[src/sto_pkg.sv]
// Purpose: Shared constants for the synthesizer test and override bank
// Assumes: Byte-wide register port, 8-bit addresses
// Notes: Offsets, reset values and named field positions live here; sto_regs slices the trim and test fields by literal bits
package sto_pkg;

  localparam int STO_AW = 8;
  localparam int STO_DW = 8;

  // Register offsets
  localparam logic [7:0] STO_DIV_TRIM_OFS = 8'h59;
  localparam logic [7:0] STO_VCO_TRIM_OFS = 8'h5a;
  localparam logic [7:0] STO_VCO_CAL_OFS = 8'h5b;
  localparam logic [7:0] STO_SYN_TEST_OFS = 8'h5c;
  localparam logic [7:0] STO_BLK_EN1_OFS = 8'h5d;
  localparam logic [7:0] STO_BLK_EN2_OFS = 8'h5e;
  localparam logic [7:0] STO_BLK_EN3_OFS = 8'h5f;
  localparam logic [7:0] STO_COEF_ADDR_OFS = 8'h60;
  localparam logic [7:0] STO_COEF_VAL_OFS = 8'h61;

  // Reset values
  localparam logic [7:0] STO_DIV_TRIM_RST = 8'h80;
  localparam logic [7:0] STO_VCO_TRIM_RST = 8'h00;
  localparam logic [7:0] STO_VCO_CAL_RST = 8'h00;
  localparam logic [7:0] STO_SYN_TEST_RST = 8'h0e;
  localparam logic [7:0] STO_BLK_EN_RST = 8'h00;
  localparam logic [7:0] STO_COEF_ADDR_RST = 8'h00;
  localparam logic [5:0] STO_COEF_VAL_RST = 6'h00;

  // Field positions
  localparam int STO_FBDIVHC_BIT = 6;
  localparam int STO_CORR_OV_BIT = 6;
  localparam int STO_CORR_HI = 5;
  localparam int STO_CORR_LO = 2;
  localparam int STO_CAL_OV_BIT = 7;
  localparam int STO_CAL_HI = 6;
  localparam int STO_DITHER_BIT = 7;
  localparam int STO_VCOTYPE_BIT = 6;
  localparam int STO_LDET_BIT = 6;
  localparam int STO_PLLRST_BIT = 0;
  localparam int STO_COEF_AW = 4;
  localparam int STO_COEF_DW = 6;
  localparam int STO_COEF_DEPTH = 16;

  // Block enable count and lock detect position in the enable vector
  localparam int STO_BLK_N = 24;
  localparam int STO_LDET_IDX = 8 + STO_LDET_BIT;

endpackage

[src/sto_coef_if.sv]
// Purpose: Carrier between the register bank and the coefficient table
// Assumes: One clock, table read is combinational
// Notes: Bank drives address and write strobe, table returns entry
`timescale 1ns/1ps
interface sto_coef_if;
  logic [3:0] addr;
  logic [5:0] wdata;
  logic we;
  logic [5:0] rdata;

  modport bank
  (
    output addr,
    output wdata,
    output we,
    input rdata
  );

  modport lut
  (
    input addr,
    input wdata,
    input we,
    output rdata
  );
endinterface

[src/sto_coef_table.sv]
// Purpose: Channel filter coefficient look-up table, 16 entries of 6 bits
// Assumes: Single clock, write strobe one cycle wide
// Notes: Entries reset to zero; read is combinational at the address
`timescale 1ns/1ps
module sto_coef_table
  import sto_pkg::*;
(
  input wire logic clk_sys_i,
  input wire logic rst_i,
  sto_coef_if.lut coef
);

  logic [STO_COEF_DW-1:0] mem [STO_COEF_DEPTH];
  logic [STO_COEF_DW-1:0] next_mem [STO_COEF_DEPTH];

  always_comb
  begin
    for (int i = 0; i < STO_COEF_DEPTH; i++)
    begin
      next_mem[i] = mem[i];
    end
    if (coef.we)
    begin
      next_mem[coef.addr] = coef.wdata; // [RULE14]
    end
  end

  always_ff @(posedge clk_sys_i or posedge rst_i)
  begin
    if (rst_i)
    begin
      for (int i = 0; i < STO_COEF_DEPTH; i++)
      begin
        mem[i] <= STO_COEF_VAL_RST;
      end
    end
    else
    begin
      mem <= next_mem;
    end
  end

  assign coef.rdata = mem[coef.addr]; // [RULE14]

endmodule // sto_coef_table

[src/sto_regs.sv]
// Purpose: Synthesizer and receive chain test and override register bank
// Assumes: Register port is the device's internal byte port behind the
//   serial interface; calibration engine sits outside this clock domain
// Notes: Reads answer one cycle after the read strobe
// Notes on behaviour
// RULE1: With the calibration override clear, reading the 7-bit calibration field gives the latest internal calibration result.
// RULE2: With the calibration override set, the written 7-bit calibration value is what the VCO receives.
// RULE3: Bit 7 of the calibration register reads 1 once calibration has finished and acts as the override bit on writes.
// RULE4: The dithering bit of the synthesizer test register turns modulator dithering off at 0 and allows it at 1.
// RULE5: The VCO type bit is read-only, 0 for a constant-gain VCO and 1 for a single-varactor VCO.
// RULE6: Bit 6 of the divider trim register enables the fractional divider high-current setting of +5 uA.
// RULE7: The divider trim register resets to 80h, reserved bit 7 at 1 and all other fields 0.
// RULE8: With bit 6 of the VCO trim register set, bits 5:2 drive the VCO current correction instead of the internal value.
// RULE9: The lock-detect enable bit drives the lock detector directly, with no override qualification.
// RULE10: Each bit of the three block-enable registers is an enable override value for one synthesizer or receive block.
// RULE11: Bit 0 of the second block-enable register is the override value for the PLL reset.
// RULE12: The 4-bit coefficient address selects the filter table entry reached through the coefficient value register.
// RULE13: With the global override enable high, overrides can enable and disable blocks; when low they can only enable.
// RULE14: The 6-bit coefficient value field reads and writes the table entry selected by the coefficient address.
// RULE15: Software writes reserved bits with their reset values and ignores them on read.
`timescale 1ns/1ps
module sto_regs
  import sto_pkg::*;
#(
  parameter logic STO_VCO_TYPE = 1'b0
)
(
  input wire logic clk_sys_i,
  input wire logic rst_i,
  input wire logic [7:0] reg_addr_i,
  input wire logic [7:0] reg_wdata_i,
  input wire logic reg_we_i,
  input wire logic reg_re_i,
  output logic [7:0] reg_rdata_o,
  output logic reg_rvalid_o,
  input wire logic vco_cal_done_i,
  input wire logic [6:0] vco_cal_result_i,
  input wire logic [3:0] vco_corr_int_i,
  input wire logic ovr_global_en_i,
  input wire logic [23:0] blk_en_int_i,
  output logic [6:0] vco_cal_o,
  output logic [3:0] vco_corr_o,
  output logic [1:0] vco_cur_trim_o,
  output logic fbdiv_hc_en_o,
  output logic [1:0] div3_trim_o,
  output logic [1:0] div2_trim_o,
  output logic [1:0] div1p5_trim_o,
  output logic dsm_dither_en_o,
  output logic [5:0] synth_test_o,
  output logic [23:0] blk_en_o,
  output logic lock_det_en_o,
  output logic pll_reset_o,
  output logic [5:0] coef_val_o
);

  sto_coef_if coef ();

  sto_coef_table u_table
  (
    .clk_sys_i(clk_sys_i),
    .rst_i(rst_i),
    .coef(coef.lut)
  );

  // Stored register images
  logic [7:0] divider_current_trim;
  logic [7:0] vco_current_trim;
  logic cal_ovr;
  logic [6:0] cal_wr_val;
  logic [6:0] cal_result;
  logic [7:0] synth_test;
  logic [7:0] block_enable_override_1;
  logic [7:0] block_enable_override_2;
  logic [7:0] block_enable_override_3;
  logic [7:0] chan_filter_coef_address;
  logic [7:0] rdata;
  logic rvalid;

  logic [7:0] next_divider_current_trim;
  logic [7:0] next_vco_current_trim;
  logic next_cal_ovr;
  logic [6:0] next_cal_wr_val;
  logic [6:0] next_cal_result;
  logic [7:0] next_synth_test;
  logic [7:0] next_block_enable_override_1;
  logic [7:0] next_block_enable_override_2;
  logic [7:0] next_block_enable_override_3;
  logic [7:0] next_chan_filter_coef_address;
  logic [7:0] next_rdata;
  logic next_rvalid;

  // Calibration done synchroniser; level changes when stages 2 and 3 agree
  logic done_s1;
  logic done_s2;
  logic done_s3;
  logic cal_done;
  logic next_cal_done;

  logic [6:0] cal_applied;
  logic [23:0] ovr_bits;

  always_comb
  begin
    next_cal_done = cal_done;
    if (done_s2 == done_s3)
    begin
      next_cal_done = done_s3;
    end
  end

  always_ff @(posedge clk_sys_i or posedge rst_i)
  begin
    if (rst_i)
    begin
      done_s1 <= 1'b0;
      done_s2 <= 1'b0;
      done_s3 <= 1'b0;
      cal_done <= 1'b0;
    end
    else
    begin
      done_s1 <= vco_cal_done_i;
      done_s2 <= done_s1;
      done_s3 <= done_s2;
      cal_done <= next_cal_done;
    end
  end

  // Override multiplexing toward the synthesizer
  assign cal_applied = cal_ovr ? cal_wr_val : cal_result; // [RULE2]
  assign ovr_bits = {block_enable_override_3,
                     block_enable_override_2,
                     block_enable_override_1};

  // Coefficient table access through the address pointer
  assign coef.addr = chan_filter_coef_address[STO_COEF_AW-1:0]; // [RULE12]
  assign coef.wdata = reg_wdata_i[STO_COEF_DW-1:0];
  assign coef.we = reg_we_i && (reg_addr_i == STO_COEF_VAL_OFS); // [RULE14]

  // Register writes, calibration capture and read mux
  always_comb
  begin
    next_divider_current_trim = divider_current_trim;
    next_vco_current_trim = vco_current_trim;
    next_cal_ovr = cal_ovr;
    next_cal_wr_val = cal_wr_val;
    next_cal_result = cal_result;
    next_synth_test = synth_test;
    next_block_enable_override_1 = block_enable_override_1;
    next_block_enable_override_2 = block_enable_override_2;
    next_block_enable_override_3 = block_enable_override_3;
    next_chan_filter_coef_address = chan_filter_coef_address;
    next_rdata = rdata;
    next_rvalid = reg_re_i;
    // Result bus is stable once done has settled high
    if (next_cal_done && !cal_done)
    begin
      next_cal_result = vco_cal_result_i; // [RULE1]
    end
    if (reg_we_i)
    begin
      unique case (reg_addr_i)
        STO_DIV_TRIM_OFS: next_divider_current_trim = reg_wdata_i;
        STO_VCO_TRIM_OFS: next_vco_current_trim = reg_wdata_i;
        STO_VCO_CAL_OFS:
        begin
          next_cal_ovr = reg_wdata_i[STO_CAL_OV_BIT]; // [RULE3]
          next_cal_wr_val = reg_wdata_i[STO_CAL_HI:0]; // [RULE2]
        end
        STO_SYN_TEST_OFS: next_synth_test = reg_wdata_i;
        STO_BLK_EN1_OFS: next_block_enable_override_1 = reg_wdata_i;
        STO_BLK_EN2_OFS: next_block_enable_override_2 = reg_wdata_i;
        STO_BLK_EN3_OFS: next_block_enable_override_3 = reg_wdata_i;
        STO_COEF_ADDR_OFS: next_chan_filter_coef_address = reg_wdata_i;
        default: next_rdata = rdata;
      endcase
    end
    if (reg_re_i)
    begin
      unique case (reg_addr_i)
        STO_DIV_TRIM_OFS: next_rdata = divider_current_trim;
        STO_VCO_TRIM_OFS: next_rdata = vco_current_trim;
        STO_VCO_CAL_OFS:
        begin
          next_rdata = {cal_done, // [RULE3]
                        cal_ovr ? cal_wr_val : cal_result}; // [RULE1]
        end
        STO_SYN_TEST_OFS:
        begin
          next_rdata = synth_test;
          next_rdata[STO_VCOTYPE_BIT] = STO_VCO_TYPE; // [RULE5]
        end
        STO_BLK_EN1_OFS: next_rdata = block_enable_override_1;
        STO_BLK_EN2_OFS: next_rdata = block_enable_override_2;
        STO_BLK_EN3_OFS: next_rdata = block_enable_override_3;
        STO_COEF_ADDR_OFS: next_rdata = chan_filter_coef_address;
        STO_COEF_VAL_OFS: next_rdata = {2'h0, coef.rdata}; // [RULE14]
        default: next_rdata = 8'h00;
      endcase
    end
  end

  always_ff @(posedge clk_sys_i or posedge rst_i)
  begin
    if (rst_i)
    begin
      divider_current_trim <= STO_DIV_TRIM_RST; // [RULE7]
      vco_current_trim <= STO_VCO_TRIM_RST;
      cal_ovr <= STO_VCO_CAL_RST[STO_CAL_OV_BIT];
      cal_wr_val <= STO_VCO_CAL_RST[STO_CAL_HI:0];
      cal_result <= STO_VCO_CAL_RST[STO_CAL_HI:0];
      synth_test <= STO_SYN_TEST_RST;
      block_enable_override_1 <= STO_BLK_EN_RST;
      block_enable_override_2 <= STO_BLK_EN_RST;
      block_enable_override_3 <= STO_BLK_EN_RST;
      chan_filter_coef_address <= STO_COEF_ADDR_RST;
      rdata <= 8'h00;
      rvalid <= 1'b0;
    end
    else
    begin
      divider_current_trim <= next_divider_current_trim;
      vco_current_trim <= next_vco_current_trim;
      cal_ovr <= next_cal_ovr;
      cal_wr_val <= next_cal_wr_val;
      cal_result <= next_cal_result;
      synth_test <= next_synth_test;
      block_enable_override_1 <= next_block_enable_override_1;
      block_enable_override_2 <= next_block_enable_override_2;
      block_enable_override_3 <= next_block_enable_override_3;
      chan_filter_coef_address <= next_chan_filter_coef_address;
      rdata <= next_rdata;
      rvalid <= next_rvalid;
    end
  end

  // Control outputs, all from flops of this bank
  logic [23:0] blk_en;
  logic [6:0] cal_out;
  logic [3:0] corr_out;
  logic [23:0] next_blk_en;
  logic [3:0] next_corr_out;

  always_comb
  begin
    for (int i = 0; i < STO_BLK_N; i++)
    begin
      // Global override lets a bit force off; otherwise it only forces on
      if (ovr_global_en_i)
      begin
        next_blk_en[i] = ovr_bits[i]; // [RULE13] [RULE10]
      end
      else
      begin
        next_blk_en[i] = blk_en_int_i[i] | ovr_bits[i]; // [RULE13]
      end
    end
    next_blk_en[STO_LDET_IDX] = ovr_bits[STO_LDET_IDX]; // [RULE9]
    if (vco_current_trim[STO_CORR_OV_BIT])
    begin
      next_corr_out = vco_current_trim[STO_CORR_HI:STO_CORR_LO]; // [RULE8]
    end
    else
    begin
      next_corr_out = vco_corr_int_i;
    end
  end

  always_ff @(posedge clk_sys_i or posedge rst_i)
  begin
    if (rst_i)
    begin
      blk_en <= 24'h000000;
      cal_out <= 7'h00;
      corr_out <= 4'h0;
    end
    else
    begin
      blk_en <= next_blk_en;
      cal_out <= cal_applied; // [RULE2]
      corr_out <= next_corr_out;
    end
  end

  assign reg_rdata_o = rdata;
  assign reg_rvalid_o = rvalid;
  assign vco_cal_o = cal_out;
  assign vco_corr_o = corr_out;
  assign vco_cur_trim_o = vco_current_trim[1:0];
  assign fbdiv_hc_en_o = divider_current_trim[STO_FBDIVHC_BIT]; // [RULE6]
  assign div3_trim_o = divider_current_trim[5:4];
  assign div2_trim_o = divider_current_trim[3:2];
  assign div1p5_trim_o = divider_current_trim[1:0];
  assign dsm_dither_en_o = synth_test[STO_DITHER_BIT]; // [RULE4]
  assign synth_test_o = synth_test[5:0];
  assign blk_en_o = blk_en;
  assign lock_det_en_o = blk_en[STO_LDET_IDX]; // [RULE9]
  assign pll_reset_o = blk_en[8 + STO_PLLRST_BIT]; // [RULE11]
  assign coef_val_o = coef.rdata;

endmodule // sto_regs

[config.mk]
export PLATFORM = sky130hd
export DESIGN_NAME = sto_regs
export DESIGN_NICKNAME = d
export VERILOG_FILES = /design/src/sto_pkg.sv /design/src/sto_coef_if.sv /design/src/sto_coef_table.sv /design/src/sto_regs.sv
export SDC_FILE = /design/constraint.sdc
export NUM_CORES = 1
export LEC_CHECK = 0
export BUFFER_PORTS_ARGS = -buffer_cell sky130_fd_sc_hd__buf_2
export CAP_MARGIN = 10
export CORE_MARGIN = 4
export CORE_UTILIZATION = 51
export CTS_CLUSTER_DIAMETER = 30
export DETAILED_ROUTE_END_ITERATION = 16
export PLACE_DENSITY = 0.74
export SETUP_SLACK_MARGIN = 0.05
export SYNTH_ARGS = -nofsm -noshare
export SYNTH_HDL_FRONTEND = slang
export SYNTH_SLANG_ARGS = --single-unit
[constraint.sdc]
create_clock -name clk_sys_i -period 11.6 [get_ports clk_sys_i]
set_clock_uncertainty 0.1 [all_clocks]
set_input_delay 0.58 -clock clk_sys_i [delete_from_list [all_inputs] [get_ports clk_sys_i]]
set_output_delay 0.58 -clock clk_sys_i [all_outputs]
set_load 0.005 [all_outputs]
# == Word level (Yosys, flattened, before mapping) ==
# Cells that the tools add are included.
# word_totals
ff_bits,215
latch_bits,0
mem_bits_rw,0
romBits,0
input_bits,57
word_cells,116
n_memories,0
# classes
addsub,0
multipliers,0
div_mod_pow,0
n_lt_le_gt_ge,2
n_eq_ne,10
shift,0
n_mux,33
bitwise_logic,24
n_reduce_logical,12
# op_table
operator,n
bitwise mux 96 bit,1
"== test 8 x 7 -> 1 bit, second input constant",9
case mux 8 bit (9 select lines),1
binary-select mux 6 bit (select 4 bit),1
demux 6 bit (select 4 bit),1
2-to-1 mux 1 bit,24
bitwise OR 1 bit,23
2-to-1 mux 6 bit,3
AND reduction 2 bit,8
2-to-1 mux 7 bit,1
">= comparator 5 bit, second input constant",1
"less-than comparator 5 x 1 -> 1 bit, second input constant",1
NOT 4 -> 5 bit,1
2-to-1 mux 4 bit,1
logical AND 1 bit,3
== test 1 bit,1
zero test 1 bit,1

# == Longest topological paths before layout ==
# depth
depth_word,6
depth_mapped,8
ltp_nobuf,5

# == Modules after synthesis ==
# A second synthesis with hierarchy kept.
# unflattened
cells_unflattened,659
area_unflattened_um2,9542.9
# modules_own_cells
module,instances,cells_each,area_each_um2
sto_regs,1,374,5104.9
sto_coef_table,1,285,4438.0

# == Worst setup path before layout ==
# OpenSTA, ideal clock, no wires.
# synth_timing
kind,input-to-reg
from,input port reg_addr_i[2]
to,register u_table.mem[84] (netlist bit)
t_arrival_ns,2.337
t_required_ns,11.372
path_slack_ns,9.036
stages,7
cell_sequence,buf_2 -> or4b_4 -> nor3_2 -> nand3b_1 -> nand2b_1 -> buf_2 -> mux2_1
# synth_between
elab_chain_len,2
# synth_rtl
item,line_no,text
"start, declared",sto_regs.sv:30,"input wire logic [7:0] reg_addr_i,"
== test 8 x 7 -> 1 bit,sto_regs.sv:138,assign coef.we = reg_we_i && (reg_addr_i == STO_COEF_VAL_OFS);
logical AND 1 bit,sto_regs.sv:138,
"end signal, assigned",sto_coef_table.sv:39,mem <= next_mem;
"end, declared",sto_coef_table.sv:13,logic [STO_COEF_DW-1:0] mem [STO_COEF_DEPTH];
# Every way passes these cells.
# A chain may end at the register's enable or synchronous reset.

# == Worst setup path in the final report ==
# layout_timing
from,register chan_filter_coef_address[3]
to,output port coef_val_o[0]
# layout_between
elab_chain_len,4
# layout_rtl
item,line_no,text
"start, declared",sto_regs.sv:75,logic [7:0] chan_filter_coef_address;
"start signal, assigned",sto_regs.sv:231,chan_filter_coef_address <= next_chan_filter_coef_address;
NOT 4 -> 5 bit (not written as such),sto_coef_table.sv:43,assign coef.rdata = mem[coef.addr];
binary-select mux 6 bit (select 4 bit),sto_coef_table.sv:43,
2-to-1 mux 6 bit (not written as such) (2 in a row),sto_coef_table.sv:43,
"end, declared",sto_regs.sv:53,output logic [5:0] coef_val_o
# Every way passes these cells. The select of a mux whose other input is x is not followed.

==> summary.md <==
| Metric | Value |
|---|---|
| Status | `complete, no violations` |
| Vias/cell | `5.894` |
| Reg2reg end | `reg_rdata_o[3]$_DFFE_PP0P_` |
| Worst-margin pin slew | `around 1.1 ns` |
| Asr flop ratio synth | `100.0%` |
| Starting Density | `a little over half` |
| Post-CTS Setup Inserts | `0` |
| Placed insts | `964` |
| DRT Pass-1 Iters | `5` |
| Worst Hold End | `done_s1$_DFF_PP0_` |
| Post-DRT Antenna Nets | `0` |
| Leakage | `about 5.8 nW` |
| Cts hold-fix bufs | `0` |
| CP arrival | `between 2 and 3 ns` |
| Layout cell share with drive strength beyond 1 | `about half` |
| DP Area | `roughly 10000 um^2` |
| Final hold vios | `0` |
| Pins Over Slew Limit | `0` |
| Die height | `144.4 um` |
| Final setup viols | `0` |
| Critical path required time | `roughly 11 ns` |
| Largest area contributor in the netlist | `dfrtp_1` |
| Syn_area_per_cell | `between 10 and 15 um^2` |
| First-pass GRT wire length | `roughly 36 mm` |
| Seq. cell area | `5360 um^2` |
| Initial antenna violation count | `0` |
| RSZ-0062 raised after global routing | `no` |
| Tmin final | `roughly 3.4 ns` |
| Core area | `between 15000 and 20000 um^2` |
| Met2 wire len | `roughly 12 mm` |
| HP Class | `in -> reg` |
| # H-tree levels | `2` |
| Total grt overflow | `0` |
| Hold WS | `~0.066 ns` |
| Multi-input gate area | `roughly 3900 um^2` |
| CP delay by family, top | `flip-flops` |
| Final GP Congestion | `~0.88` |
| Full die area | `around 21000 um^2` |
| VDD IR max | `about 130 uV` |
| Pwr Density | `around 190 nW/um^2` |
| Max stage delay on crit path | `slightly below 1 ns` |
| Hold Path Origin | `vco_cal_done_i` |
| Finished layout cell area | `11660 um^2` |
| Worst reg2reg setup slack | `9.15 ns` |
| CP Class | `reg -> out` |
| Most common flop cell mapped by yosys | `dfrtp_1` |
| Routed len/inst | `around 23 um` |
| CP Launch Type | `flop` |
| Area growth from synthesis to layout | `22.93%` |
| Post-synthesis sequential area ratio | `a little under three fifths` |
| Commonest non-fill, non-tap cells in the layout | `dfrtp_1, mux2_2, buf_2` |
| Total Neg Setup Slack | `0 ns` |
| Mapped Area | `around 9500 um^2` |
| Drt drc | `0` |
| Rows | `49` |
| Ys Warns | `0` |
| Max layer used | `met4` |
| Clk sink count | `around 210` |
| I/O pin count | `125` |
| Post-Syn Instances | `approximately 660` |
| CP max stage cell | `dfrtp_1` |
| Largest net degree at the start of global routing | `around 140` |
| Total CTS buffers | `43` |
| Worst-case clock buffer depth | `3` |
| DPL Wire Length | `15.37 mm` |
| Die W | `around 140 um` |
| Netlist cell types | `53` |
| Clock root cell | `clkbuf_16` |
| Antenna Cells | `0` |
| CP Buf/Inv Count | `1` |
| I/O Buffers | `approximately 120` |
| Slew margin rel. | `between 20 and 30%` |
| Most common cell after layout, fill and taps aside | `dfrtp_1` |
| RR Startpoint | `chan_filter_coef_address[3]$_DFFE_PP0P_` |
| Syn_nets | `around 700` |
| Routed length on met1 | `9.546 mm` |
| First DRT Iteration DRCs | `~420` |
| Drt total wl | `approximately 24 mm` |
| Max_cap viols | `0` |
| Fmax | `around 300 MHz` |
| DR vias | `6136` |
| Skew-Pair Late Insertion Delay | `0.52 ns` |
| Clock slew at reported path FFs | `~0.050 ns` |
| Worst-path cell chain | `mux4_2, mux2_2, nor2_1, a21oi_1, buf_2` |
| FF+latch count, synth | `214` |
| Setup crit end kind | `output pin` |
| WHS Path Cells | `1` |
| Final period utilization | `around 30%` |
| Area share of the largest cell type after synthesis | `between 50 and 60%` |
| Vias in the first global route | `6585` |
| Overall power | `2.157 mW` |
| Total track usage | `between 20% and 30%` |
| Layout Cells excl Fill | `around 1000` |
| WL met3 | `1.573 mm` |
| Top cells by area, synth | `dfrtp_1, mux2_2, mux4_2` |
| Final nets | `around 840` |
| Worst Reg2Reg Path Length in Cells | `5` |
| Post-synth EDFFs | `0` |
| Fill count | `1298` |
| CTS tree | `yes` |
| Post-CTS Resized | `0` |
| Worst-path fanout max | `20` |
flip-flops by register name, indices dropped and copies added (netlist names), 7 cells and up:
register,flops
cal_wr_val,7
vco_cal_o,7
vco_current_trim,8
reg_rdata_o,8
chan_filter_coef_address,8
block_enable_override_2,8
divider_current_trim,8
u_table.mem,96
synth_test,7
blk_en_o,24
cal_result,7
block_enable_override_1,8
block_enable_override_3,8
stage by stage:
| stage | setup slack, ns | utilization (%) |
|---|---|---|
| after detailed placement | 8.357 | 56.14 |
| after floorplan | 5.076 | - |
| final | 8.183 | 64.24 |
| after global routing | 8.072 | 64.24 |
| after CTS | 8.157 | 64.24 |
| after global placement | 8.360 | 56.14 |
power breakdown:
part	internal (mW)	switching, mW
Combinational	0.0549	0.0717
Sequential	0.780	0.0198
Clock	0.852	0.379
Total	1.69	0.470
routing by layer:
layer / track usage (%) / vias up
li1: - / 2692
met1: 28.81 / 3151
met2: 37.75 / 239
met3: 4.960 / 54
met4: 9.917 / 0
met5: 0 / -
kinds of logic (layout without fill, tap and decap cells):
family / Yosys count / count (layout) / share of synthesized area, %
buffers and inverters: 56 / 212 / 2.745
muxes: 218 / 218 / 29.36
DFF: 214 / 214 / 56.52
adders and majority gates: 1 / 1 / 0.1056
and+or+nand+nor: 94 / 94 / 5.608
AOI/OAI and AO/OA: 73 / 73 / 5.661
cell usage after synthesis, drive strengths merged (3+ instances only):
library cell  number
buf               33
or2                4
inv                7
a22oi             10
or3                3
mux4              30
nor4               5
o21ai              5
a32oi              4
a211oi             3
dfrtp            210
dfstp              4
mux2             181
clkbuf            14
nor3               8
nor2b              4
nand2             27
nand3              5
a21oi             10
mux2i              7
a21o              23
and2               3
nand3b             4
nand4              3
nand2b             4
nor2              20
how the worst max path moves through the flow:
| stage | start | end | slack, ns | cells after the start |
|---|---|---|---|---|
| global placement | reg_addr_i[2] | block_enable_override_3[6]$_DFFE_PP0P_ | 8.36 | 5 |
| CTS | chan_filter_coef_address[3]$_DFFE_PP0P_ | coef_val_o[0] | 8.16 | 5 |
| finish | chan_filter_coef_address[3]$_DFFE_PP0P_ | coef_val_o[0] | 8.18 | 5 |
| floorplan | rst_i | blk_en_o[0]$_DFF_PP0_ | 5.08 | 1 |
| detailed placement | reg_addr_i[2] | block_enable_override_3[0]$_DFFE_PP0P_ | 8.36 | 5 |
| global route | chan_filter_coef_address[3]$_DFFE_PP0P_ | coef_val_o[0] | 8.07 | 5 |
worst reg2reg max path: stages, from the launching register on:
cell,delay [ns]
dfrtp_1,0.97
mux4_2,0.43
nor2b_1,0.14
a211oi_1,0.35
or3_1,0.21
a32oi_1,0.11
area by class of cell:
type,count,area share (%)
clock buffers,63,10.74
clock inverters,14,1.857
inverters,9,0.3542
multi-input cells,386,33.13
flip-flops and latches,214,45.98
well taps,229,2.458
repair buffers,126,5.474
Note: power is estimated with default switching activity, not from simulation.
